===== src/verilog/pllhs_regs.svh =====
// Register offsets, field positions, masks and reset values of the PLL status bank
`ifndef PLLHS_REGS_SVH
`define PLLHS_REGS_SVH

// ----------------------------------------------------------------
// Offsets
// ----------------------------------------------------------------
`define PLLHS_ADDR_W            10
`define PLLHS_ADDR_THRESH_CTRL  10'h01a
`define PLLHS_ADDR_HOLD_CTRL    10'h01d
`define PLLHS_ADDR_ZD_CTRL      10'h01e
`define PLLHS_ADDR_STATUS       10'h01f

// ----------------------------------------------------------------
// Field positions
// ----------------------------------------------------------------
`define PLLHS_THRESH_SEL_BIT    6
`define PLLHS_DOUBLER_EN_BIT    5
`define PLLHS_RB_DIS_BIT        4
`define PLLHS_LD_CMP_EN_BIT     3
`define PLLHS_EXT_HOLD_EN_BIT   1
`define PLLHS_HOLD_EN_BIT       0
`define PLLHS_ZD_EN_BIT         1

// ----------------------------------------------------------------
// Writable masks, status readback mask and reset values
// ----------------------------------------------------------------
`define PLLHS_THRESH_MASK       8'h40
`define PLLHS_HOLD_MASK         8'h3b
`define PLLHS_ZD_MASK           8'h02
`define PLLHS_STATUS_MASK       8'h3f
`define PLLHS_THRESH_RST        8'h00
`define PLLHS_HOLD_RST          8'h00
`define PLLHS_ZD_RST            8'h00
`define PLLHS_STATUS_RST        8'h00

`endif


===== src/verilog/pllhs_pkg.sv =====
// Types shared by the PLL holdover status register bank
package pllhs_pkg;

    // ----------------------------------------------------------------
    // Register access request from the serial control port
    // ----------------------------------------------------------------
    typedef struct packed {
        logic       wr_en;
        logic       rd_en;
        logic [9:0] addr;
        logic [7:0] wdata;
    } pllhs_req_t;

    // ----------------------------------------------------------------
    // Monitored conditions, in status bit order 5 down to 0
    // ----------------------------------------------------------------
    typedef struct packed {
        logic holdover_active;
        logic secondary_ref_sel;
        logic clk_above_thresh;
        logic secondary_above_thresh;
        logic primary_above_thresh;
        logic pll_locked;
    } pllhs_stat_t;

    typedef struct packed {
        pllhs_stat_t stage1;
        pllhs_stat_t stage2;
    } pllhs_sync_state_t;

    typedef struct packed {
        logic [7:0] thresh_q;
        logic [7:0] hold_q;
        logic [7:0] zd_q;
        logic [7:0] status_q;
        logic [7:0] rd_data_q;
        logic       rd_valid_q;
    } pllhs_state_t;

endpackage


===== src/verilog/pllhs_regs_top.sv =====
// PLL holdover, zero delay and status readback register bank
// Notes on behaviour
// - Writing one to the holdover enable bit turns the internal holdover function on.
// - The holdover enable bit is cleared by reset so holdover starts disabled.
// - Bit 1 of the zero delay control register enables zero delay and resets to zero.
// - Status bit 5 reads one only while the part is really in holdover, apart from the enable.
// - Status bit 4 reads zero for the primary or differential reference and one for secondary.
// - Status bit 3 reads one when the external clock frequency is above the monitor threshold.
// - Status bit 2 reads one when the secondary reference is above the selected threshold.
// - Status bit 1 reads one when the primary reference is above the selected threshold.
// - Status bit 0 shows digital lock detect, one when locked.
// - While the readback disable bit is set the status register holds its last contents.
`timescale 1ns/1ps
`include "pllhs_regs.svh"
module pllhs_regs_top (
    input  wire logic                   clk_sys_in,
    input  wire logic                   sys_rst_in,
    input  wire logic                   ce_in,
    input  wire pllhs_pkg::pllhs_req_t  req_in,
    input  wire pllhs_pkg::pllhs_stat_t stat_raw_in,
    output logic [7:0]                  rd_data_out,
    output logic                        rd_valid_out,
    output logic                        holdover_en_out,
    output logic                        ext_holdover_en_out,
    output logic                        ld_cmp_en_out,
    output logic                        doubler_en_out,
    output logic                        zero_delay_en_out,
    output logic                        thresh_sel_out
);
    import pllhs_pkg::*;

    pllhs_state_t st_q;
    pllhs_state_t st_d;
    pllhs_stat_t  stat_sync;
    logic         rb_dis;

    // ----------------------------------------------------------------
    // Address decode
    // ----------------------------------------------------------------
    function automatic logic hit(input logic [9:0] a, input logic [9:0] off);
        hit = (a == off);
    endfunction

    // ----------------------------------------------------------------
    // Condition synchroniser
    // ----------------------------------------------------------------
    pllhs_status_sync u_sync (
        .clk_sys_in (clk_sys_in),
        .sys_rst_in (sys_rst_in),
        .ce_in      (ce_in),
        .raw_in     (stat_raw_in),
        .sync_out   (stat_sync)
    );

    assign rb_dis = st_q.hold_q[`PLLHS_RB_DIS_BIT];

    // ----------------------------------------------------------------
    // Next state
    // ----------------------------------------------------------------
    always_comb begin
        st_d = st_q;
        if (ce_in) begin
            st_d.rd_valid_q = 1'b0;
            if (req_in.wr_en && hit(req_in.addr, `PLLHS_ADDR_HOLD_CTRL)) begin
                st_d.hold_q = req_in.wdata & `PLLHS_HOLD_MASK;
            end
            if (req_in.wr_en && hit(req_in.addr, `PLLHS_ADDR_ZD_CTRL)) begin
                st_d.zd_q = req_in.wdata & `PLLHS_ZD_MASK;
            end
            if (req_in.wr_en && hit(req_in.addr, `PLLHS_ADDR_THRESH_CTRL)) begin
                st_d.thresh_q = req_in.wdata & `PLLHS_THRESH_MASK;
            end
            if (!rb_dis) begin
                st_d.status_q = {2'b00, stat_sync};
            end
            if (req_in.rd_en) begin
                st_d.rd_valid_q = 1'b1;
                if (hit(req_in.addr, `PLLHS_ADDR_STATUS)) begin
                    st_d.rd_data_q = st_q.status_q & `PLLHS_STATUS_MASK;
                end else if (hit(req_in.addr, `PLLHS_ADDR_HOLD_CTRL)) begin
                    st_d.rd_data_q = st_q.hold_q;
                end else if (hit(req_in.addr, `PLLHS_ADDR_ZD_CTRL)) begin
                    st_d.rd_data_q = st_q.zd_q;
                end else if (hit(req_in.addr, `PLLHS_ADDR_THRESH_CTRL)) begin
                    st_d.rd_data_q = st_q.thresh_q;
                end else begin
                    st_d.rd_data_q = 8'h00;
                end
            end
        end
    end

    // ----------------------------------------------------------------
    // State register
    // ----------------------------------------------------------------
    always_ff @(posedge clk_sys_in) begin
        if (sys_rst_in) begin
            st_q.thresh_q   <= `PLLHS_THRESH_RST;
            st_q.hold_q     <= `PLLHS_HOLD_RST;
            st_q.zd_q       <= `PLLHS_ZD_RST;
            st_q.status_q   <= `PLLHS_STATUS_RST;
            st_q.rd_data_q  <= 8'h00;
            st_q.rd_valid_q <= 1'b0;
        end else begin
            st_q <= st_d;
        end
    end

    // ----------------------------------------------------------------
    // Outputs
    // ----------------------------------------------------------------
    assign rd_data_out         = st_q.rd_data_q;
    assign rd_valid_out        = st_q.rd_valid_q;
    assign holdover_en_out     = st_q.hold_q[`PLLHS_HOLD_EN_BIT];
    assign ext_holdover_en_out = st_q.hold_q[`PLLHS_EXT_HOLD_EN_BIT];
    assign ld_cmp_en_out       = st_q.hold_q[`PLLHS_LD_CMP_EN_BIT];
    assign doubler_en_out      = st_q.hold_q[`PLLHS_DOUBLER_EN_BIT];
    assign zero_delay_en_out   = st_q.zd_q[`PLLHS_ZD_EN_BIT];
    assign thresh_sel_out      = st_q.thresh_q[`PLLHS_THRESH_SEL_BIT];

    // ----------------------------------------------------------------
    // Assertions
    // ----------------------------------------------------------------
    a_hold_en_write: assert property (
        @(posedge clk_sys_in) disable iff (sys_rst_in)
        (ce_in && req_in.wr_en && req_in.addr == `PLLHS_ADDR_HOLD_CTRL)
        |=> (holdover_en_out == $past(req_in.wdata[0])))
        else $error("holdover enable did not follow write");

    a_reset_defaults: assert property (
        @(posedge clk_sys_in) disable iff (sys_rst_in)
        $fell(sys_rst_in) |-> (!holdover_en_out && !zero_delay_en_out && !rd_valid_out))
        else $error("control bits not cleared after reset");

    a_zd_write: assert property (
        @(posedge clk_sys_in) disable iff (sys_rst_in)
        (ce_in && req_in.wr_en && req_in.addr == `PLLHS_ADDR_ZD_CTRL)
        |=> (zero_delay_en_out == $past(req_in.wdata[1])))
        else $error("zero delay enable did not follow write");

    a_hold_read: assert property (
        @(posedge clk_sys_in) disable iff (sys_rst_in)
        (ce_in && req_in.rd_en && req_in.addr == `PLLHS_ADDR_STATUS)
        |=> (rd_valid_out && rd_data_out[5] == $past(st_q.status_q[5])))
        else $error("holdover active readback wrong");

    a_stat_track: assert property (
        @(posedge clk_sys_in) disable iff (sys_rst_in)
        (ce_in && !rb_dis) ##1 (ce_in && !rb_dis) ##1 (ce_in && !rb_dis)
        |=> (st_q.status_q[5:0] == $past(stat_raw_in, 3)))
        else $error("status does not follow monitored conditions");

    a_stat_frozen: assert property (
        @(posedge clk_sys_in) disable iff (sys_rst_in)
        (rb_dis && !(ce_in && req_in.wr_en && req_in.addr == `PLLHS_ADDR_HOLD_CTRL))
        |=> $stable(st_q.status_q))
        else $error("status changed while readback disabled");

    a_unused_zero: assert property (
        @(posedge clk_sys_in) disable iff (sys_rst_in)
        (ce_in && req_in.rd_en && req_in.addr == `PLLHS_ADDR_STATUS)
        |=> (rd_data_out[7:6] == 2'b00))
        else $error("unused status bits not zero");

    a_unmapped_read: assert property (
        @(posedge clk_sys_in) disable iff (sys_rst_in)
        (ce_in && req_in.rd_en && req_in.addr != `PLLHS_ADDR_STATUS
         && req_in.addr != `PLLHS_ADDR_HOLD_CTRL && req_in.addr != `PLLHS_ADDR_ZD_CTRL
         && req_in.addr != `PLLHS_ADDR_THRESH_CTRL)
        |=> (rd_valid_out && rd_data_out == 8'h00))
        else $error("unmapped read not zero");

    a_freeze_ce: assert property (
        @(posedge clk_sys_in) disable iff (sys_rst_in)
        !ce_in |=> ($stable(st_q.hold_q) && $stable(rd_valid_out)))
        else $error("state moved with clock enable low");

    a_hold_keeps: assert property (
        @(posedge clk_sys_in) disable iff (sys_rst_in)
        !(ce_in && req_in.wr_en && req_in.addr == `PLLHS_ADDR_HOLD_CTRL)
        |=> $stable(holdover_en_out))
        else $error("holdover enable moved without a write");

    a_zd_keeps: assert property (
        @(posedge clk_sys_in) disable iff (sys_rst_in)
        !(ce_in && req_in.wr_en && req_in.addr == `PLLHS_ADDR_ZD_CTRL)
        |=> $stable(zero_delay_en_out))
        else $error("zero delay enable moved without a write");

    a_thresh_write: assert property (
        @(posedge clk_sys_in) disable iff (sys_rst_in)
        (ce_in && req_in.wr_en && req_in.addr == `PLLHS_ADDR_THRESH_CTRL)
        |=> (thresh_sel_out == $past(req_in.wdata[6])))
        else $error("threshold select did not follow write");

    a_thresh_keeps: assert property (
        @(posedge clk_sys_in) disable iff (sys_rst_in)
        !(ce_in && req_in.wr_en && req_in.addr == `PLLHS_ADDR_THRESH_CTRL)
        |=> $stable(thresh_sel_out))
        else $error("threshold select moved without a write");

    a_status_wr_ignored: assert property (
        @(posedge clk_sys_in) disable iff (sys_rst_in)
        (ce_in && req_in.wr_en && req_in.addr == `PLLHS_ADDR_STATUS)
        |=> ($stable(st_q.hold_q) && $stable(st_q.zd_q) && $stable(st_q.thresh_q)))
        else $error("status write touched a control register");

    a_rd_pulse: assert property (
        @(posedge clk_sys_in) disable iff (sys_rst_in)
        (ce_in && !req_in.rd_en) |=> !rd_valid_out)
        else $error("read valid without a read");

    a_rst_controls: assert property (
        @(posedge clk_sys_in) disable iff (sys_rst_in)
        $fell(sys_rst_in) |-> (!thresh_sel_out && !ext_holdover_en_out
                               && !doubler_en_out && !ld_cmp_en_out))
        else $error("other controls not cleared after reset");

endmodule


===== src/verilog/pllhs_status_sync.sv =====
// Two-stage synchroniser for the monitored PLL conditions
`timescale 1ns/1ps
module pllhs_status_sync
    import pllhs_pkg::*;
(
    input  wire logic               clk_sys_in,
    input  wire logic               sys_rst_in,
    input  wire logic               ce_in,
    input  wire pllhs_pkg::pllhs_stat_t raw_in,
    output pllhs_pkg::pllhs_stat_t  sync_out
);

    pllhs_sync_state_t st_q;
    pllhs_sync_state_t st_d;

    // ----------------------------------------------------------------
    // Next state
    // ----------------------------------------------------------------
    always_comb begin
        st_d = st_q;
        if (ce_in) begin
            st_d.stage1 = raw_in;
            st_d.stage2 = st_q.stage1;
        end
    end

    always_ff @(posedge clk_sys_in) begin
        if (sys_rst_in) begin
            st_q <= '0;
        end else begin
            st_q <= st_d;
        end
    end

    // Only the second stage leaves the module
    assign sync_out = st_q.stage2;

endmodule

===== config.mk =====
export PLATFORM = sky130hd
export DESIGN_NAME = pllhs_regs_top
export DESIGN_NICKNAME = d
export VERILOG_FILES = /design/src/verilog/pllhs_pkg.sv /design/src/verilog/pllhs_regs_top.sv /design/src/verilog/pllhs_status_sync.sv
export VERILOG_INCLUDE_DIRS = /design/src /design/src/verilog
export SDC_FILE = /design/constraint.sdc
export NUM_CORES = 1
export LEC_CHECK = 0
export BUFFER_PORTS_ARGS = -buffer_cell sky130_fd_sc_hd__buf_2
export CELL_PAD_IN_SITES_DETAIL_PLACEMENT = 0
export CELL_PAD_IN_SITES_GLOBAL_PLACEMENT = 1
export CORE_AREA = 3 3 65 67
export DETAILED_ROUTE_END_ITERATION = 8
export DIE_AREA = 0 0 68 70
export PLACE_DENSITY_LB_ADDON = 0.1
export SYNTH_ARGS = -nofsm -noshare
export SYNTH_HDL_FRONTEND = slang
export SYNTH_SLANG_ARGS = --single-unit

===== constraint.sdc =====
create_clock -name clk_sys_in -period 2 [get_ports clk_sys_in]
set_clock_uncertainty 0.05 [all_clocks]
set_input_delay 0.4 -clock clk_sys_in [delete_from_list [all_inputs] [get_ports clk_sys_in]]
set_output_delay 0.4 -clock clk_sys_in [all_outputs]
set_load 0.01 [all_outputs]

==> results.toml, run 1 <==
[placed_design]
placed_cell_area_um2 = 1690
half_perimeter_wire_length_after_placement_um = 2400
io_buffer_count = 40
place.gp.congestion = 0.766

[worst_setup_path]
worst_r2r_startpoint = "rb_dis$_SDFFE_PP0P_"
critPathCaptureType = "flip-flop"
worstSetupStartpointType = "input port"
cp_data_required_time_ns = 2.15
worst-path-max-fanout = 9
crit_start = "req_in[13]"
worstSetupPathType = "input port to flip-flop"
arrival_ns = 1.58

[clocking]
htreeDepth = 2
cts.repair.resized = 0
ctsHoldBuffers = 0
tritoncts = "done"
total_cts_buffers = 5
clockBufferDepth = 2
clock_slew_at_reported_path_ffs_ns = 0.06
root_buffer = "sky130_fd_sc_hd__clkbuf_8"
worstSkewPairLatency_ns = 0.28
clock_sinks = 33
number_of_setup_buffers_added_after_cts = 0

[sta]
timing.fmax_mhz = 700
setup_violations = 0
hold_violations = 0
final_min_period_over_clock_period = 0.714
rsz0062_at_grt = "false"
totalNegativeSetupSlack_ns = 0
post-route-min-period_ns = 1.43
fin_hold_ws_ns = 0.303
slew_violations = 0

[yosys]
most_area_consuming_cells_after_synthesis = "sky130_fd_sc_hd__dfxtp_1, sky130_fd_sc_hd__mux2i_1, sky130_fd_sc_hd__nand2b_1, sky130_fd_sc_hd__nor2_1, sky130_fd_sc_hd__buf_4"
cell_taking_the_most_area_after_synthesis = "sky130_fd_sc_hd__dfxtp_1"
ys_ff_latch = 33
synth.lib_cells_used.distinct = 29
synth_edf_count = 0
yosys_most_used_dff = "sky130_fd_sc_hd__dfxtp_1"
yosysSeqAreaShare = 0.439
synth_top_cell_area_share = 0.439
netlist_area_um2 = 1510
post_synth_inst_count = 152
synth_nets = 181
asyncSetResetFlopFracSynth = 0
yosysMostFrequentCell = "sky130_fd_sc_hd__dfxtp_1"
post_synth.cell_area_avg_um2 = 9.91
synth_common_cells = "sky130_fd_sc_hd__dfxtp_1, sky130_fd_sc_hd__mux2i_1, sky130_fd_sc_hd__nor2_1, sky130_fd_sc_hd__nand2b_1, sky130_fd_sc_hd__buf_4"
yosys_warnings = 0

[pwr]
static-leakage-power_uw = 0.000806
power.clock.fraction = 0.377
power_density_nw_per_um2 = 736
comb_power_share = 0.099
power.share.sequential = 0.524
power.switching_uw = 298
cell_internal_pwr_uw = 1010
power.share.switching = 0.228
vdd_ir_drop_max_mv = 0.384

[floorplan]
core_rows = 22
height_of_the_die_um = 70
design.die.area_um2 = 4760
chipWidth_um = 68
boundaryPins = 44
fp.coreArea_um2 = 3690
floorplan.initialDensity = 0.408

[routing]
drc = 0
detailroute.via_count = 1171
postRouteWirelength_um = 3170
routed_wire_length_per_instance_um = 13.6
drt-pass1-iter-count = 3
avgViaCountPerCell = 5.00
ant_nets = 0
initialDrtViolationCount = 55

[final_layout]
post-route-cell-area_um2 = 1780
insertedDiodeCount = 0
drive_above_1_share = 0.312
num-fill-cells = 386
core_utilization_of_the_finished_layout = 0.482
area_growth_syn_to_layout_pct = 17.9
nets = 215

[global_route]
global_route.usage.total = 0.144
number_of_global_route_vias_before_repair = 1131
grt_overflow_total = 0
grt_antenna_before_repair = 0
grt_max_degree = 26
global_route_wire_length_before_repair_um = 5220

[flow_run]
max_cap_violations = 0

[outcome]
run_status = "finished, final reports clean"

[worst_hold_path]
worstHoldPathType = "input port to flip-flop"
min_delay_startpoint = "stat_raw_in[0]"
cell type report:
cell class | count | area (um^2) | share of cell area
Multi-Input combinational cell | 101 | 736 | 0.414
Sequential cell | 33 | 661 | 0.372
Clock buffer | 7 | 86.3 | 0.0486
Inverter | 1 | 3.75 | 0.00211
Timing Repair Buffer | 44 | 230 | 0.130
Tap cell | 48 | 60.1 | 0.0338
per-stage QoR:
| stage | worst slack, ns | instances | total power (uW) |
|---|---|---|---|
| global placement | 0.352 | 227 | 826 |
| finish | 0.571 | 234 | 1310 |
| global route | 0.481 | 234 | 1360 |
| CTS | 0.538 | 234 | 1320 |
| floorplan | 0.539 | 152 | 781 |
| detailed placement | 0.257 | 227 | 830 |
kinds of logic after synthesis:
family / count (synthesis) / share of synthesized area
DFF: 33 / 0.439
other: 1 / 0.00249
AOI/OAI and AO/OA: 14 / 0.0673
muxes: 29 / 0.195
buffers and inverters: 18 / 0.0731
and+or+nand+nor: 57 / 0.223
registers in the layout, summed over array words and instances (netlist names), 6 cells and up:
| signal | cells |
|---|---|
| rd_data_out | 7 |
| st_q | 6 |
| u_sync.st_q | 6 |
| u_sync.sync_out | 6 |
power by group through the flow:
stage | Combinational [uW] | Clock (uW) | Sequential, uW
after floorplan | 83.9 | 0 | 697
after global placement | 127 | 0 | 698
after detailed placement | 131 | 0 | 699
after CTS | 131 | 507 | 685
after global routing | 145 | 531 | 687
final | 129 | 494 | 685
critical path, stage by stage:
cell	delay, ns
sky130_fd_sc_hd__buf_2	0.11
sky130_fd_sc_hd__nor3b_4	0.36
sky130_fd_sc_hd__and4_1	0.45
sky130_fd_sc_hd__mux2i_1	0.25
path summary, 6_finish.rpt:
| check | slack (ns) | cells after the start | to |
|---|---|---|---|
| max | 0.57 | 4 | doubler_en_out$_SDFFE_PP0P_ |
| min | 0.30 | 3 | u_sync.st_q[6]$_SDFFE_PP0P_ |
| max reg2reg | 0.93 | 3 | rd_data_out[4]$_SDFFE_PP0P_ |
| min reg2reg | 0.40 | 2 | rd_data_out[6]$_SDFFE_PP0P_ |
cell usage in the layout, fill, tap and decap left out, types with 2 or more instances in the layout:
master / count
sky130_fd_sc_hd__buf_4: 4
sky130_fd_sc_hd__and4b_1: 2
sky130_fd_sc_hd__clkbuf_8: 6
sky130_fd_sc_hd__dfxtp_1: 33
sky130_fd_sc_hd__nand2b_1: 14
sky130_fd_sc_hd__o31ai_1: 2
sky130_fd_sc_hd__a21oi_1: 7
sky130_fd_sc_hd__and2_1: 2
sky130_fd_sc_hd__mux2_2: 3
sky130_fd_sc_hd__nand2_1: 4
sky130_fd_sc_hd__nand4_1: 4
sky130_fd_sc_hd__buf_2: 40
sky130_fd_sc_hd__nor2_1: 19
sky130_fd_sc_hd__mux2i_1: 26
sky130_fd_sc_hd__nor3_1: 3
sky130_fd_sc_hd__nand3_1: 2
sky130_fd_sc_hd__a41oi_1: 3
metal layers:
layer  track usage  wire [um]  vias up
met3        0.0450        235        7
met5             0          0        -
li1              -          -      589
met4        0.0530         50        0
met1         0.180       1410      543
met2         0.228       1480       32
Note: power is estimated with default switching activity, not from simulation.
==> inputs of run 2 (changes only) <==
- CORE_AREA: 3 3 65 67 -> 3 3 67 69
- DIE_AREA: 0 0 68 70 -> 0 0 70 72
- clock period: 2 -> 1.38 ns (I/O delays scaled with it)
==> run 2 against run 1 <==
  * Global-route usage fell by 0.51 points
  * Clock power rose by 85%
  * Die area rose by 5.9%
==> results.toml, run 2 (synthesis results as in run 1) <==
[final_layout]
largest_reg_flops = 7
num-fill-cells = 399
area_growth_syn_to_layout_pct = 23.6
nets = 222
drive_above_1_share = 0.340
layout.cells.most_common = "sky130_fd_sc_hd__buf_2"
insertedDiodeCount = 0
most_frequent_cells_in_the_layout = "sky130_fd_sc_hd__buf_2, sky130_fd_sc_hd__dfxtp_1, sky130_fd_sc_hd__mux2i_1, sky130_fd_sc_hd__nor2_1, sky130_fd_sc_hd__nand2b_1"
core_utilization_of_the_finished_layout = 0.469
post-route-cell-area_um2 = 1860

[pwr]
cell_internal_pwr_uw = 1670
power_density_nw_per_um2 = 1130
comb_power_share = 0.095
power.share.sequential = 0.471
power.clock.fraction = 0.434
post_layout_power_uw = 2110
power.share.switching = 0.209
static-leakage-power_uw = 0.000855
vdd_ir_drop_max_mv = 0.529
power.switching_uw = 440

[routing]
initialDrtViolationCount = 54
postRouteWirelength_um = 3190
routed_wire_length_per_instance_um = 13.1
detailroute.via_count = 1198
drt-pass1-iter-count = 4
avgViaCountPerCell = 4.91
drc = 0
ant_nets = 0

[floorplan]
floorplan.initialDensity = 0.379
core_rows = 23
fp.coreArea_um2 = 3970
height_of_the_die_um = 72
design.die.area_um2 = 5040
boundaryPins = 44
chipWidth_um = 70

[placed_design]
placed_cell_area_um2 = 1750
io_buffer_count = 40
place.gp.congestion = 0.784
half_perimeter_wire_length_after_placement_um = 2460

[clocking]
htreeDepth = 2
clock_sinks = 33
clockBufferDepth = 2
cts.repair.resized = 0
ctsHoldBuffers = 0
total_cts_buffers = 5
number_of_setup_buffers_added_after_cts = 0
worstSkewPairLatency_ns = 0.27
tritoncts = "done"
clock_slew_at_reported_path_ffs_ns = 0.06
root_buffer = "sky130_fd_sc_hd__clkbuf_8"

[global_route]
global_route_wire_length_before_repair_um = 5590
global_route.usage.total = 0.139
grt_max_degree = 36
grt_antenna_before_repair = 0
grt_overflow_total = 0
number_of_global_route_vias_before_repair = 1203

[worst_setup_path]
cp_data_required_time_ns = 1.51
rr_worst_depth = 3
worstSetupStartpointType = "input port"
worst-path-max-fanout = 5
critical_path.max_stage_delay_ns = 0.39
worst_r2r_startpoint = "zero_delay_en_out$_SDFFE_PP0P_"
path_cells = "buf_2, nor4b_4, buf_4, nand3_1, o41ai_2"
critPathCaptureType = "flip-flop"
r2r_slack_ns = 0.30
cpMaxStageDelayCell = "sky130_fd_sc_hd__nor4b_4"
worstSetupPathType = "input port to flip-flop"
worst_r2r_endpoint = "rd_data_out[1]$_SDFFE_PP0P_"
arrival_ns = 1.38

[sta]
timing.fmax_mhz = 800
final_min_period_over_clock_period = 0.906
fin_hold_ws_ns = 0.183
setup_violations = 0
slew_violations = 0
hold_violations = 0
post-route-min-period_ns = 1.25
rsz0062_at_grt = "false"

[flow_run]
max_cap_violations = 0

[worst_hold_path]
min_path_cells = 3
min_delay_startpoint = "stat_raw_in[0]"
min_to = "u_sync.st_q[6]$_SDFFE_PP0P_"
worstHoldPathType = "input port to flip-flop"

[outcome]
run_status = "finished, final reports clean"
run 2: layer usage:
metal	share of wire	track usage	routed length [um]
met5	0	0	0
met4	0.016	0.0617	51
met3	0.065	0.0402	207
met2	0.48	0.227	1520
met1	0.44	0.172	1410
run 2: power groups by stage:
| stage | clock [uW] | sequential, uW | combinational [uW] |
|---|---|---|---|
| 6_report | 915 | 991 | 200 |
| 5_1_grt | 981 | 994 | 225 |
| 3_3_place_gp | 0 | 1010 | 197 |
| 3_5_place_dp | 0 | 1010 | 202 |
| 2_1_floorplan | 0 | 1010 | 122 |
| 4_1_cts | 944 | 991 | 203 |
run 2: cell type report:
cell class | count | area [um^2] | share of cell area
Tap cell | 50 | 62.6 | 0.0336
Multi-Input combinational cell | 101 | 736 | 0.395
Clock buffer | 7 | 86.3 | 0.0464
Sequential cell | 33 | 661 | 0.355
Timing Repair Buffer | 51 | 283 | 0.152
Inverter | 1 | 3.75 | 0.00202
Clock inverter | 1 | 30.0 | 0.0161
run 2: worst max-delay path by stage:
stage	startpoint	endpoint	slack (ns)	depth (start not counted)
CTS	req_in[14]	rd_data_out[3]$_SDFFE_PP0P_	0.12	5
global route	req_in[14]	rd_data_out[3]$_SDFFE_PP0P_	0.02	5
finish	req_in[14]	rd_data_out[3]$_SDFFE_PP0P_	0.13	5
floorplan	req_in[14]	doubler_en_out$_SDFFE_PP0P_	0.04	4
global placement	req_in[14]	rd_data_out[3]$_SDFFE_PP0P_	-0.12	5
detailed placement	req_in[14]	rd_data_out[3]$_SDFFE_PP0P_	-0.16	5
run 2: stage by stage:
stage | setup TNS (ns) | setup slack (ns) | instances
after detailed placement | -1.31 | -0.159 | 236
after global placement | -0.899 | -0.121 | 236
after floorplan | 0 | 0.0428 | 152
after global routing | 0 | 0.0172 | 244
after CTS | 0 | 0.117 | 244
final | 0 | 0.130 | 244
run 2: worst max-delay path: cells and delay by family:
kind            cells  cell delay, ns
simple gates        2            0.50
compound gates      1            0.31
buf+inv             2            0.30
